$ cat config.mk
export PLATFORM = sky130hd
export DESIGN_NAME = dcp_calib_pattern_readout
export DESIGN_NICKNAME = d
export VERILOG_FILES = /design/src/dcp_pkg.sv /design/src/dcp_calib_pattern_readout.sv
export SDC_FILE = /design/constraint.sdc
export NUM_CORES = 1
export LEC_CHECK = 0
export BUFFER_PORTS_ARGS = -buffer_cell sky130_fd_sc_hd__buf_4
export CAP_MARGIN = 20
export CORE_ASPECT_RATIO = 1.5
export CORE_MARGIN = 4
export CORE_UTILIZATION = 55
export DETAILED_ROUTE_END_ITERATION = 10
export PLACE_DENSITY = 0.77
export SETUP_SLACK_MARGIN = 0.1
export SLEW_MARGIN = 10
export SYNTH_ARGS = -nofsm -noshare
export SYNTH_HDL_FRONTEND = slang
export SYNTH_SLANG_ARGS = --single-unit
$ cat constraint.sdc
create_clock -name aclk -period 8.2 [get_ports aclk]
set_input_delay 2.46 -clock aclk [delete_from_list [all_inputs] [get_ports aclk]]
set_output_delay 2.46 -clock aclk [all_outputs]
set_load 0.02 [all_outputs]
$ cat src/dcp_pkg.sv
package dcp_pkg;

    // ==========================================================
    // Command bus carrier
    // ==========================================================
    typedef struct packed {
        logic cs_n;
        logic ras_n;
        logic cas_n;
        logic we_n;
        logic odt;
        logic [2:0] ba;
        logic [14:0] addr;
    } dcp_cmd_s;

    typedef enum logic [1:0] {
        DCP_IDLE = 2'b00,
        DCP_WAIT = 2'b01,
        DCP_BURST = 2'b10
    } dcp_state_e;

    // ==========================================================
    // Mode register selection and fields
    // ==========================================================
    localparam logic [2:0] DCP_BA_MR0 = 3'h0;
    localparam logic [2:0] DCP_BA_MR1 = 3'h1;
    localparam logic [2:0] DCP_BA_MR2 = 3'h2;
    localparam logic [2:0] DCP_BA_MR3 = 3'h3;
    localparam int DCP_MR3_ENABLE_BIT = 2;
    localparam int DCP_MR1_WRLVL_BIT = 7;
    localparam int DCP_CHOP_BIT = 12;
    localparam int DCP_AP_BIT = 10;
    localparam int DCP_NIBBLE_BIT = 2;
    localparam logic [1:0] DCP_BL_FIXED8 = 2'h0;
    localparam logic [1:0] DCP_BL_OTF = 2'h1;
    localparam logic [7:0] DCP_CAL_PATTERN = 8'haa;
    localparam logic [3:0] DCP_CL_BASE = 4'h4;
    localparam logic [3:0] DCP_CWL_BASE = 4'h5;
    localparam logic [3:0] DCP_WR_BURST_CK = 4'h4;
    localparam logic [3:0] DCP_BEATS_BL8 = 4'h8;
    localparam logic [3:0] DCP_BEATS_BC4 = 4'h4;

    // ==========================================================
    // Register map and reset values
    // ==========================================================
    localparam logic [7:0] DCP_REG_CTRL = 8'h00;
    localparam logic [7:0] DCP_REG_ARRAY = 8'h04;
    localparam logic [7:0] DCP_REG_STATUS = 8'h08;
    localparam logic [7:0] DCP_REG_MR0 = 8'h0c;
    localparam logic [7:0] DCP_REG_MR1 = 8'h10;
    localparam logic [7:0] DCP_REG_MR2 = 8'h14;
    localparam logic [7:0] DCP_REG_MR3 = 8'h18;
    localparam logic [7:0] DCP_REG_COUNT = 8'h1c;
    localparam int DCP_CTRL_X8 = 0;
    localparam int DCP_CTRL_REPL = 1;
    localparam logic [1:0] DCP_CTRL_RESET = 2'h0;
    localparam logic [7:0] DCP_ARRAY_RESET = 8'h00;
    localparam logic [1:0] DCP_RESP_OKAY = 2'h0;
    localparam logic [1:0] DCP_RESP_DECERR = 2'h3;

endpackage

$ cat src/dcp_calib_pattern_readout.sv
// The address map and the AXI4-Lite register port were chosen for this implementation.
`timescale 1ns/1ps

// How it works
// - Mode register set with bank bits 0,1 high and bit 2 low targets register three.
// - Register three write with address bit two set enters pattern mode.
// - In pattern mode every read and autoprecharge read returns pattern data.
// - The external reset pin still clears the device in pattern mode.
// - In pattern mode an autoprecharge read acts as a plain read, no precharge.
// - With bit two clear, reads and writes use the array, location ignored.
// - Pattern reads give a one-bit stream on line zero, copied to the part's other lines if replication is set.
// - Four-bit part: line zero carries the bit, lines three to one copy or zero.
// - Eight-bit part: lowest lane line carries it, others copy or drive zero.
// - Pattern reads ignore bank bits and other column bits, autoprecharge too.
// - Eight-beat pattern reads need column bit two zero; order zero to seven.
// - Chopped reads give beats zero to three, or four to seven if bit set.
// - Chop address bit selects chop on the fly only if mode zero allows it.
// - Pattern reads use the same latency and timing as array reads.
// - Beat zero carries the pattern's low bit, beat seven its high bit.
// - Location zero returns the fixed alternating pattern 0,1,0,1.
// - Write termination switches without a set, chosen by register two bits.
// - In write leveling only the nominal termination applies.
// - Read latency is additive latency plus CAS latency.
module dcp_calib_pattern_readout (
    input wire logic aclk,
    input wire logic aresetn,
    input wire logic ck,
    input wire logic pin_reset_n,
    input wire dcp_pkg::dcp_cmd_s cmd_pins,
    output logic [7:0] dq_out,
    output logic dq_oe,
    output logic [2:0] term_code,
    output logic term_dynamic,
    output logic bank_precharge,
    input wire logic [7:0] s_axi_awaddr,
    input wire logic s_axi_awvalid,
    output logic s_axi_awready,
    input wire logic [31:0] s_axi_wdata,
    input wire logic [3:0] s_axi_wstrb,
    input wire logic s_axi_wvalid,
    output logic s_axi_wready,
    output logic [1:0] s_axi_bresp,
    output logic s_axi_bvalid,
    input wire logic s_axi_bready,
    input wire logic [7:0] s_axi_araddr,
    input wire logic s_axi_arvalid,
    output logic s_axi_arready,
    output logic [31:0] s_axi_rdata,
    output logic [1:0] s_axi_rresp,
    output logic s_axi_rvalid,
    input wire logic s_axi_rready
);
    import dcp_pkg::*;

    // ==========================================================
    // Helpers
    // ==========================================================
    function automatic logic [3:0] dcp_cl(input logic [14:0] mr0);
        return 4'(mr0[6:4] + DCP_CL_BASE);
    endfunction

    function automatic logic [3:0] dcp_al(input logic [14:0] mr1,
                                          input logic [3:0] cl);
        unique case (mr1[4:3])
            2'h1: return 4'(cl - 4'h1);
            2'h2: return 4'(cl - 4'h2);
            default: return 4'h0;
        endcase
    endfunction

    // ==========================================================
    // Synchronisers and link clock edges
    // ==========================================================
    logic ck_s1, ck_s2, ck_d;
    logic rst_s1, rst_s2;
    dcp_cmd_s cmd_s1, cmd_s2;
    logic ck_rise, ck_edge, dev_reset;

    always_ff @(posedge aclk) begin
        if (!aresetn) begin
            ck_s1 <= 1'b0;
            ck_s2 <= 1'b0;
            ck_d <= 1'b0;
            // Idle level of the reset pin, so no false device reset follows.
            rst_s1 <= 1'b1;
            rst_s2 <= 1'b1;
            cmd_s1 <= '1;
            cmd_s2 <= '1;
        end else begin
            ck_s1 <= ck;
            ck_s2 <= ck_s1;
            ck_d <= ck_s2;
            rst_s1 <= pin_reset_n;
            rst_s2 <= rst_s1;
            cmd_s1 <= cmd_pins;
            cmd_s2 <= cmd_s1;
        end
    end

    assign ck_rise = ck_s2 && !ck_d;
    assign ck_edge = ck_s2 != ck_d;
    assign dev_reset = !rst_s2;

    // ==========================================================
    // Command decode
    // ==========================================================
    logic cmd_sel, is_mrs, is_read, is_write;
    assign cmd_sel = ck_rise && !cmd_s2.cs_n;
    assign is_mrs = cmd_sel && !cmd_s2.ras_n && !cmd_s2.cas_n
                    && !cmd_s2.we_n;
    assign is_read = cmd_sel && cmd_s2.ras_n && !cmd_s2.cas_n
                     && cmd_s2.we_n;
    assign is_write = cmd_sel && cmd_s2.ras_n && !cmd_s2.cas_n
                      && !cmd_s2.we_n;

    // ==========================================================
    // Mode registers
    // ==========================================================
    logic [14:0] mode_reg_zero, mode_reg_one, mode_reg_two;
    logic [14:0] mode_reg_three;
    logic pattern_mode;
    logic [1:0] pattern_location_field;

    assign pattern_mode = mode_reg_three[DCP_MR3_ENABLE_BIT];
    assign pattern_location_field = mode_reg_three[1:0];

    always_ff @(posedge aclk) begin
        if (!aresetn || dev_reset) begin
            mode_reg_zero <= '0;
            mode_reg_one <= '0;
            mode_reg_two <= '0;
            mode_reg_three <= '0;
        end else if (is_mrs) begin
            unique case (cmd_s2.ba)
                DCP_BA_MR0: mode_reg_zero <= cmd_s2.addr;
                DCP_BA_MR1: mode_reg_one <= cmd_s2.addr;
                DCP_BA_MR2: mode_reg_two <= cmd_s2.addr;
                DCP_BA_MR3: mode_reg_three <= cmd_s2.addr;
                default: ;
            endcase
        end
    end

    // ==========================================================
    // Read burst engine
    // ==========================================================
    dcp_state_e state;
    logic [3:0] lat_cnt, beat_idx, beat_end;
    logic from_pattern;
    logic [3:0] read_latency;
    logic chop, pat_bit;
    logic [7:0] array_data;
    logic [1:0] ctrl;
    logic [31:0] pattern_reads;

    // Additive plus CAS latency, shared by pattern and array reads.
    assign read_latency = 4'(dcp_cl(mode_reg_zero)
                           + dcp_al(mode_reg_one, dcp_cl(mode_reg_zero)));

    always_comb begin
        unique case (mode_reg_zero[1:0])
            DCP_BL_FIXED8: chop = 1'b0;
            DCP_BL_OTF: chop = !cmd_s2.addr[DCP_CHOP_BIT];
            default: chop = 1'b1;
        endcase
    end

    // Reserved locations return zero; the bank bits are never looked at.
    assign pat_bit = (pattern_location_field == 2'h0)
                     && DCP_CAL_PATTERN[beat_idx[2:0]];

    // A read arriving while a burst is pending is dropped; bursts are
    // single-issue to keep the engine small.
    always_ff @(posedge aclk) begin
        if (!aresetn || dev_reset) begin
            state <= DCP_IDLE;
            lat_cnt <= 4'h0;
            beat_idx <= 4'h0;
            beat_end <= 4'h0;
            from_pattern <= 1'b0;
            dq_out <= 8'h00;
            dq_oe <= 1'b0;
        end else begin
            unique case (state)
                DCP_IDLE: begin
                    if (is_read) begin
                        state <= DCP_WAIT;
                        lat_cnt <= 4'(read_latency - 4'h1);
                        from_pattern <= pattern_mode;
                        beat_idx <= (chop && cmd_s2.addr[DCP_NIBBLE_BIT])
                                    ? DCP_BEATS_BC4 : 4'h0;
                        beat_end <= (chop && cmd_s2.addr[DCP_NIBBLE_BIT])
                                    ? DCP_BEATS_BL8
                                    : (chop ? DCP_BEATS_BC4 : DCP_BEATS_BL8);
                    end
                end
                DCP_WAIT: begin
                    if (ck_rise) begin
                        if (lat_cnt == 4'h0) begin
                            state <= DCP_BURST;
                        end else begin
                            lat_cnt <= lat_cnt - 4'h1;
                        end
                    end
                end
                DCP_BURST: begin
                    if (ck_edge) begin
                        if (beat_idx == beat_end) begin
                            state <= DCP_IDLE;
                            dq_oe <= 1'b0;
                            dq_out <= 8'h00;
                        end else begin
                            beat_idx <= beat_idx + 4'h1;
                            dq_oe <= 1'b1;
                            if (!from_pattern) begin
                                dq_out <= ctrl[DCP_CTRL_X8] ? array_data
                                          : {4'h0, array_data[3:0]};
                            end else if (ctrl[DCP_CTRL_X8]) begin
                                dq_out <= ctrl[DCP_CTRL_REPL] ? {8{pat_bit}}
                                          : {7'h00, pat_bit};
                            end else begin
                                dq_out <= {4'h0,
                                           ctrl[DCP_CTRL_REPL] ? {3{pat_bit}}
                                           : 3'h0, pat_bit};
                            end
                        end
                    end
                end
                default: state <= DCP_IDLE;
            endcase
        end
    end

    // Autoprecharge is honoured only for array reads.
    always_ff @(posedge aclk) begin
        if (!aresetn || dev_reset) begin
            bank_precharge <= 1'b0;
            pattern_reads <= 32'h0;
        end else begin
            bank_precharge <= is_read && !pattern_mode
                              && cmd_s2.addr[DCP_AP_BIT];
            if (is_read && pattern_mode && state == DCP_IDLE) begin
                pattern_reads <= pattern_reads + 32'h1;
            end
        end
    end

    // ==========================================================
    // Dynamic write termination
    // ==========================================================
    logic [4:0] wr_win;

    always_ff @(posedge aclk) begin
        if (!aresetn || dev_reset) begin
            wr_win <= 5'h00;
            term_code <= 3'h0;
            term_dynamic <= 1'b0;
        end else begin
            if (is_write && !pattern_mode) begin
                wr_win <= 5'(dcp_al(mode_reg_one, dcp_cl(mode_reg_zero))
                             + mode_reg_two[5:3] + DCP_CWL_BASE
                             + DCP_WR_BURST_CK);
            end else if (ck_rise && wr_win != 5'h00) begin
                wr_win <= wr_win - 5'h01;
            end
            if (cmd_s2.odt && wr_win != 5'h00 && mode_reg_two[10:9] != 2'h0
                && !mode_reg_one[DCP_MR1_WRLVL_BIT]) begin
                term_dynamic <= 1'b1;
                term_code <= {1'b0, mode_reg_two[10:9]};
            end else begin
                term_dynamic <= 1'b0;
                term_code <= cmd_s2.odt ? {mode_reg_one[9], mode_reg_one[6],
                                           mode_reg_one[2]} : 3'h0;
            end
        end
    end

    // ==========================================================
    // AXI4-Lite slave
    // ==========================================================
    logic aw_held, w_held;
    logic [7:0] aw_addr;
    logic [31:0] w_data;
    logic [3:0] w_strb;
    logic [31:0] next_rdata;
    logic rd_hit;

    assign s_axi_awready = !aw_held && !s_axi_bvalid;
    assign s_axi_wready = !w_held && !s_axi_bvalid;
    assign s_axi_arready = !s_axi_rvalid;

    always_ff @(posedge aclk) begin
        if (!aresetn) begin
            aw_held <= 1'b0;
            w_held <= 1'b0;
            aw_addr <= 8'h00;
            w_data <= 32'h0;
            w_strb <= 4'h0;
            s_axi_bvalid <= 1'b0;
            s_axi_bresp <= DCP_RESP_OKAY;
            ctrl <= DCP_CTRL_RESET;
            array_data <= DCP_ARRAY_RESET;
        end else begin
            if (s_axi_awvalid && s_axi_awready) begin
                aw_held <= 1'b1;
                aw_addr <= s_axi_awaddr;
            end
            if (s_axi_wvalid && s_axi_wready) begin
                w_held <= 1'b1;
                w_data <= s_axi_wdata;
                w_strb <= s_axi_wstrb;
            end
            if (aw_held && w_held) begin
                aw_held <= 1'b0;
                w_held <= 1'b0;
                s_axi_bvalid <= 1'b1;
                s_axi_bresp <= DCP_RESP_OKAY;
                if (aw_addr == DCP_REG_CTRL) begin
                    if (w_strb[0]) begin
                        ctrl <= w_data[1:0];
                    end
                end else if (aw_addr == DCP_REG_ARRAY) begin
                    if (w_strb[0]) begin
                        array_data <= w_data[7:0];
                    end
                end else begin
                    s_axi_bresp <= DCP_RESP_DECERR;
                end
            end else if (s_axi_bvalid && s_axi_bready) begin
                s_axi_bvalid <= 1'b0;
            end
        end
    end

    always_comb begin
        next_rdata = 32'h0;
        rd_hit = 1'b1;
        unique case (s_axi_araddr)
            DCP_REG_CTRL: next_rdata = {30'h0, ctrl};
            DCP_REG_ARRAY: next_rdata = {24'h0, array_data};
            DCP_REG_STATUS: next_rdata = {27'h0, term_dynamic,
                                          state != DCP_IDLE,
                                          pattern_location_field,
                                          pattern_mode};
            DCP_REG_MR0: next_rdata = {17'h0, mode_reg_zero};
            DCP_REG_MR1: next_rdata = {17'h0, mode_reg_one};
            DCP_REG_MR2: next_rdata = {17'h0, mode_reg_two};
            DCP_REG_MR3: next_rdata = {17'h0, mode_reg_three};
            DCP_REG_COUNT: next_rdata = pattern_reads;
            default: rd_hit = 1'b0;
        endcase
    end

    always_ff @(posedge aclk) begin
        if (!aresetn) begin
            s_axi_rvalid <= 1'b0;
            s_axi_rdata <= 32'h0;
            s_axi_rresp <= DCP_RESP_OKAY;
        end else if (s_axi_arvalid && s_axi_arready) begin
            s_axi_rvalid <= 1'b1;
            s_axi_rdata <= next_rdata;
            s_axi_rresp <= rd_hit ? DCP_RESP_OKAY : DCP_RESP_DECERR;
        end else if (s_axi_rvalid && s_axi_rready) begin
            s_axi_rvalid <= 1'b0;
        end
    end
endmodule

Word level (Yosys, flattened, before mapping)
Memory sizes are Yosys's and may differ from the RTL's. A register that Yosys moved wholly into a read port is not among the register bits.
Index checks and enable logic that the tools add are counted.
{"block": "word_totals", "elab_cells": 207, "rom_bits": 8, "mem_bits_rw": 0, "latch_bits": 0, "reg_bits": 244, "n_memories": 1, "in_bits": 84, "output_inout_bits": 55}
{"memory": "(no name shown)", "words": 8, "width": 1, "read_ports": 1, "rd_ports_with_merged_regs": 1, "write_ports": 0, "line": "dcp_calib_pattern_readout.sv:170", "source": "&& DCP_CAL_PATTERN[beat_idx[2:0]];"}
{"block": "classes", "bitwise": 3, "order_cmp": 1, "reduce_logical": 72, "div": 0, "add_sub_neg": 12, "muxes": 45, "n_eq_ne": 25, "shift": 0, "mul": 0}
{"operator": "$pmux 32 s8", "n": 1}
{"operator": "$mux 4", "n": 10}
{"operator": "$mux 8", "n": 5}
{"operator": "$add 32x1->32 const B", "n": 1}
{"operator": "$eq 8x5->1 const B", "n": 4}
{"operator": "$logic_and 1x1->1", "n": 28}
{"operator": "$pmux 4 s2", "n": 3}
{"operator": "$mux 2", "n": 10}
{"operator": "$eq 8x3->1 const B", "n": 2}
{"operator": "$eq 8x4->1 const B", "n": 2}
{"operator": "$logic_not 8->1", "n": 2}
{"operator": "$logic_not 1->1", "n": 14}
{"operator": "$ne 2x2->1 const B", "n": 7}
{"operator": "$reduce_bool 2->1", "n": 7}
{"operator": "$mux 3", "n": 4}
{"operator": "$reduce_and 2->1", "n": 6}
{"operator": "$reduce_and 4->1", "n": 3}
{"operator": "$sub 4x1->4 const B", "n": 3}
{"operator": "$add 5x3->5 const B", "n": 2}
{"operator": "$mux 5", "n": 2}
{"operator": "$mux 1", "n": 8}
{"operator": "$reduce_or 8->1", "n": 1}
{"operator": "$eq 2x1->1 const B", "n": 3}
{"operator": "$eq 3x2->1 const B", "n": 2}
{"operator": "other kinds (23)", "n": 28}

Logic depth before layout (Yosys ltp)
{"block": "depth", "ltp_word": 13, "depth_mapped": 13, "depth_no_buf": 13}

Least setup slack after synthesis
Ideal clock, no wire load.
{"block": "synth_path", "kind": "input to register", "start": "in s_axi_araddr[2]", "end": "reg s_axi_rdata[6]", "path_slack_ns": 4.401, "setup_ns": 0.129, "arrival_ns": 3.671, "path_buffers": 2, "cell_stages": 5, "t_required_ns": 8.071, "path_cell_list": "clkbuf_1 buf_2 mux4_2 a22oi_1 o21ai_0"}
{"block": "synth_via", "elab_chain_cells": 2, "word_cells_on_any_way": 9, "classes_between": "eq/ne (7); mux (1); reduce/logical (1)"}
{"item": "from (decl)", "line": "dcp_calib_pattern_readout.sv:45", "source": "input wire logic [7:0] s_axi_araddr,"}
{"item": "$eq 8x5->1 (tied with other cells)", "line": "dcp_calib_pattern_readout.sv:338", "source": "unique case (s_axi_araddr)"}
{"item": "$pmux 32 s8 (*)", "line": "dcp_calib_pattern_readout.sv:338"}
{"item": "to (signal assigned)", "line": "dcp_calib_pattern_readout.sv:361", "source": "s_axi_rdata <= next_rdata;"}
{"item": "to (decl)", "line": "dcp_calib_pattern_readout.sv:48", "source": "output logic [31:0] s_axi_rdata,"}
Mark *: on every way between the ends. The rest lies on a longest branch, timed or not.
A chain may end at the register's enable or synchronous reset.

Worst setup path after layout
{"block": "layout_path", "start": "in aresetn", "end": "reg mode_reg_two[5]"}
{"block": "layout_via", "elab_chain_cells": 2}
{"item": "from (decl)", "line": "dcp_calib_pattern_readout.sv:26", "source": "input wire logic aresetn,"}
{"item": "$logic_not 1->1"}
{"item": "$logic_or 1x1->1", "line": "dcp_calib_pattern_readout.sv:128", "source": "if (!aresetn || dev_reset) begin"}
{"item": "to (signal assigned)", "line": "dcp_calib_pattern_readout.sv:137", "source": "DCP_BA_MR2: mode_reg_two <= cmd_s2.addr;"}
{"item": "to (decl)", "line": "dcp_calib_pattern_readout.sv:119", "source": "logic [14:0] mode_reg_zero, mode_reg_one, mode_reg_two;"}
Every way passes these cells.

==> results by group <==
Synth
  • Synthesized net count: 1241
  • Xor/xnor share of the synthesized area: 2.34%
  • Dominant combinational cell family by area after synthesis: simple AND/OR/NAND/NOR gates
  • Async set or reset register ratio after synthesis: 0%
  • Adder-Cell Fraction of Synth Area: 2.99%
  • Synth warnings: 0
  • Main flop type after synthesis: sky130_fd_sc_hd__dfxtp_1
  • Fraction of the mapped netlist area in compound gates: 14.7%
  • Largest cells by area after synthesis: sky130_fd_sc_hd__dfxtp_1 48%, sky130_fd_sc_hd__nand3_1 4.7%, sky130_fd_sc_hd__o21ai_0 4.5%, sky130_fd_sc_hd__nand2_1 4.3%, sky130_fd_sc_hd__nand2b_1 3.5%
  • Post-synthesis cell area: 10100 um^2
  • Flip-flop and latch count after synthesis: 241
  • Share of the yosys chip area belonging to registers: 47.7%
  • Post-Synth Simple-Gate Area: 25.2%
  • Post-synthesis cell type with the largest combined area: sky130_fd_sc_hd__dfxtp_1
  • Multiplexer area fraction after synthesis: 2.86%
  • Synth top area share: 47.7%
  • Synthesized area divided by synthesized cell count: 8.92 um^2
  • Count of flip-flops with a built-in enable after synthesis: 0
  • Cells after Synth: 1134
  • Number of distinct library cell variants in the gate-level netlist after synthesis: 75

Setup path
  • Max Fanout on Critical Path: 76
  • Capturing element type of the critical path: flop
  • Critical Setup Path Class: primary input to flop
  • Startpoint kind of the worst setup timing path: primary input
  • Data required time at the worst endpoint: 8630 ps
  • Setup slack on the worst flop-to-flop path: 5280 ps
  • Worst endpoint data arrival time: 4890 ps

Route
  • Detailed Route WL: 23700 um
  • Count of vias placed by the detailed router: 8288
  • Count of nets left with antenna violations after detail routing: 0
  • Mean number of vias per cell: 5.76
  • Initial DRC Count: 682
  • Remaining DRCs: 0
  • Wire length per cell after detailed routing: 16.5 um
  • Router iterations before antenna repair: 6

Timing
  • RSZ-0062 raised after global routing: no
  • Total count of max-transition violations in the final report: 0
  • Transition time of the tightest slew-check pin: 738 ps
  • Max Fclk: 0.224 GHz
  • Hold Slack: 403 ps
  • Worst slew margin relative to its limit: 50.8%
  • Clock tree skew after final layout: 21.9 ps
  • Share of the cycle needed by the critical path after routing: 54.5%
  • Setup violations, final: 0
  • Fin crit period: 4470 ps
  • Setup tns final: 0 ps
  • Final-report hold violation count: 0

Final layout
  • Number of diodes: 0
  • Design Area, Final: 11800 um^2
  • Relative area change from synthesis to final layout: 16.5%
  • Final layout net count: 1312
  • Share of cells above drive strength 1: 17.1%

Placement
  • Weighted congestion reported at the end of routability-driven placement: 0.878
  • Number of buffers added on ports: 111
  • Placed cell area: 10900 um^2
  • DPL Wire Length: 16500 um

GRT
  • Pin count of the biggest net entering global routing: 77
  • Number of global-route vias before repair: 7704
  • First-pass GRT wire length: 38600 um
  • Initial antenna violation count: 0
  • Total track usage: 22.3%
  • Residual overflow from global routing: 0

Floorplanning
  • Die span in x: 119 um
  • Starting Density: 56.1%
  • Top-level I/O count: 139
  • Floorplan Core Area: 18000 um^2
  • Die extent in y: 174 um
  • Rows: 60
  • Die Outline Area: 20700 um^2

Power and ir drop
  • Worst vdd ir: 0.154 mV
  • Static power due to leakage: 4.55 nW
  • Power per standard cell area: 204 nW/um^2

Clock tree
  • Total CTS buffers: 23
  • Buffer levels on the longest clock path: 3
  • Post-CTS setup-driven buffer insertion count: 0
  • Number of gates resized after CTS: 0
  • Root Buffer: sky130_fd_sc_hd__clkbuf_16
  • Hold_buf cts: 0
  • Clock tree from TritonCTS: done
  • Clock transition at the registers of the reported paths: 60 ps
  • Number of H-tree levels: 1
  • Source-to-sink clock delay at the later pin of the worst-skew pair: 520 ps
  • Clk sinks: 241

Status
  • Result of the run: completed

Worst hold path
  • HP Class: flop to flop

Job
  • Reported max-cap violation count: 0
registers in the layout, summed over array words and instances, names as in the netlist, 15 cells and up, named ones only:
name,cells
s_axi_rdata,32
pattern_reads,32
mode_reg_three,15
mode_reg_one,15
mode_reg_zero,15
cmd_s1,23
cmd_s2,23
mode_reg_two,15
area by class of cell:
cell class / instances / area, um^2
Timing Repair Buffer: 120 / 927
Tap cell: 217 / 272
Multi-Input combinational cell: 790 / 4860
Clock buffer: 35 / 701
Fill cell: 1552 / 6240
Sequential cell: 241 / 4820
Inverter: 29 / 109
Clock inverter: 6 / 86.3
final timing paths:
path,start,end,cells after the start
setup reg to reg,mode_reg_zero[6],lat_cnt[3],11
hold / removal,cmd_s1[16],cmd_s2[16],1
hold reg to reg,cmd_s1[16],cmd_s2[16],1
setup / recovery,aresetn,mode_reg_two[5],5
cell usage after synthesis (10+ instances only):
master	instances
sky130_fd_sc_hd__dfxtp_1	241
sky130_fd_sc_hd__o21ai_0	90
sky130_fd_sc_hd__nand3_1	95
sky130_fd_sc_hd__and2_1	16
sky130_fd_sc_hd__xnor2_1	13
sky130_fd_sc_hd__a22oi_1	24
sky130_fd_sc_hd__mux2i_1	12
sky130_fd_sc_hd__nand4_1	21
sky130_fd_sc_hd__nand2_1	117
sky130_fd_sc_hd__a21oi_1	56
sky130_fd_sc_hd__and3_1	18
sky130_fd_sc_hd__buf_2	10
sky130_fd_sc_hd__xor2_1	14
sky130_fd_sc_hd__inv_1	28
sky130_fd_sc_hd__nor2_1	81
sky130_fd_sc_hd__ha_1	21
sky130_fd_sc_hd__nand2b_1	56
sky130_fd_sc_hd__clkbuf_1	51
sky130_fd_sc_hd__o21ai_2	15
per-layer routing:
layer / vias to the layer above / track usage [%] / wire [um]
met5: - / 0 / 0
met4: 0 / 10.3 / 1160
met3: 66 / 3.16 / 1410
met2: 235 / 38.6 / 11800
met1: 3858 / 27.4 / 9360
li1: 4129 / - / -
stage by stage:
step / power (mW) / setup WS, ps / std cells / util, %
final: 2.40 / 3730 / 1438 / 65.4
after global placement: 1.34 / 3220 / 1393 / 60.7
after CTS: 2.42 / 3710 / 1435 / 65.1
after floorplan: 1.30 / 4400 / 1134 / -
after detailed placement: 1.35 / 3200 / 1394 / 60.8
after global routing: 2.49 / 3490 / 1438 / 65.4
logic make-up after synthesis:
kind of cell | Yosys count
AND/OR/NAND/NOR | 480
flip-flops | 241
AO/OA/AOI/OAI | 238
buffers and inverters | 103
XOR/XNOR | 27
adder cells (fa/ha/maj) | 23
multiplexers | 22
layout by cell type (no fill, tap or decap), types with 18 or more instances in the layout:
cell type,count
sky130_fd_sc_hd__dfxtp_1,241
sky130_fd_sc_hd__nand2_1,117
sky130_fd_sc_hd__buf_4,116
sky130_fd_sc_hd__nand3_1,95
sky130_fd_sc_hd__o21ai_0,90
sky130_fd_sc_hd__nor2_1,81
sky130_fd_sc_hd__a21oi_1,56
sky130_fd_sc_hd__nand2b_1,56
sky130_fd_sc_hd__inv_1,28
sky130_fd_sc_hd__a22oi_1,24
sky130_fd_sc_hd__clkbuf_16,23
sky130_fd_sc_hd__nand4_1,21
sky130_fd_sc_hd__ha_1,21
sky130_fd_sc_hd__and3_1,18
power breakdown:
| part | internal [mW] | switching (mW) | total [mW] |
|---|---|---|---|
| sequential | 1.19 | 0.0102 | 1.20 |
| clock | 0.651 | 0.434 | 1.09 |
| combinational | 0.0454 | 0.0737 | 0.119 |
worst max-delay path, stage by stage:
cell                      delay (ps)
sky130_fd_sc_hd__buf_4           570
sky130_fd_sc_hd__and2_2          730
sky130_fd_sc_hd__buf_4           640
sky130_fd_sc_hd__nand2_1         250
sky130_fd_sc_hd__o21ai_0         200
Power figures use the tool's default switching activity.
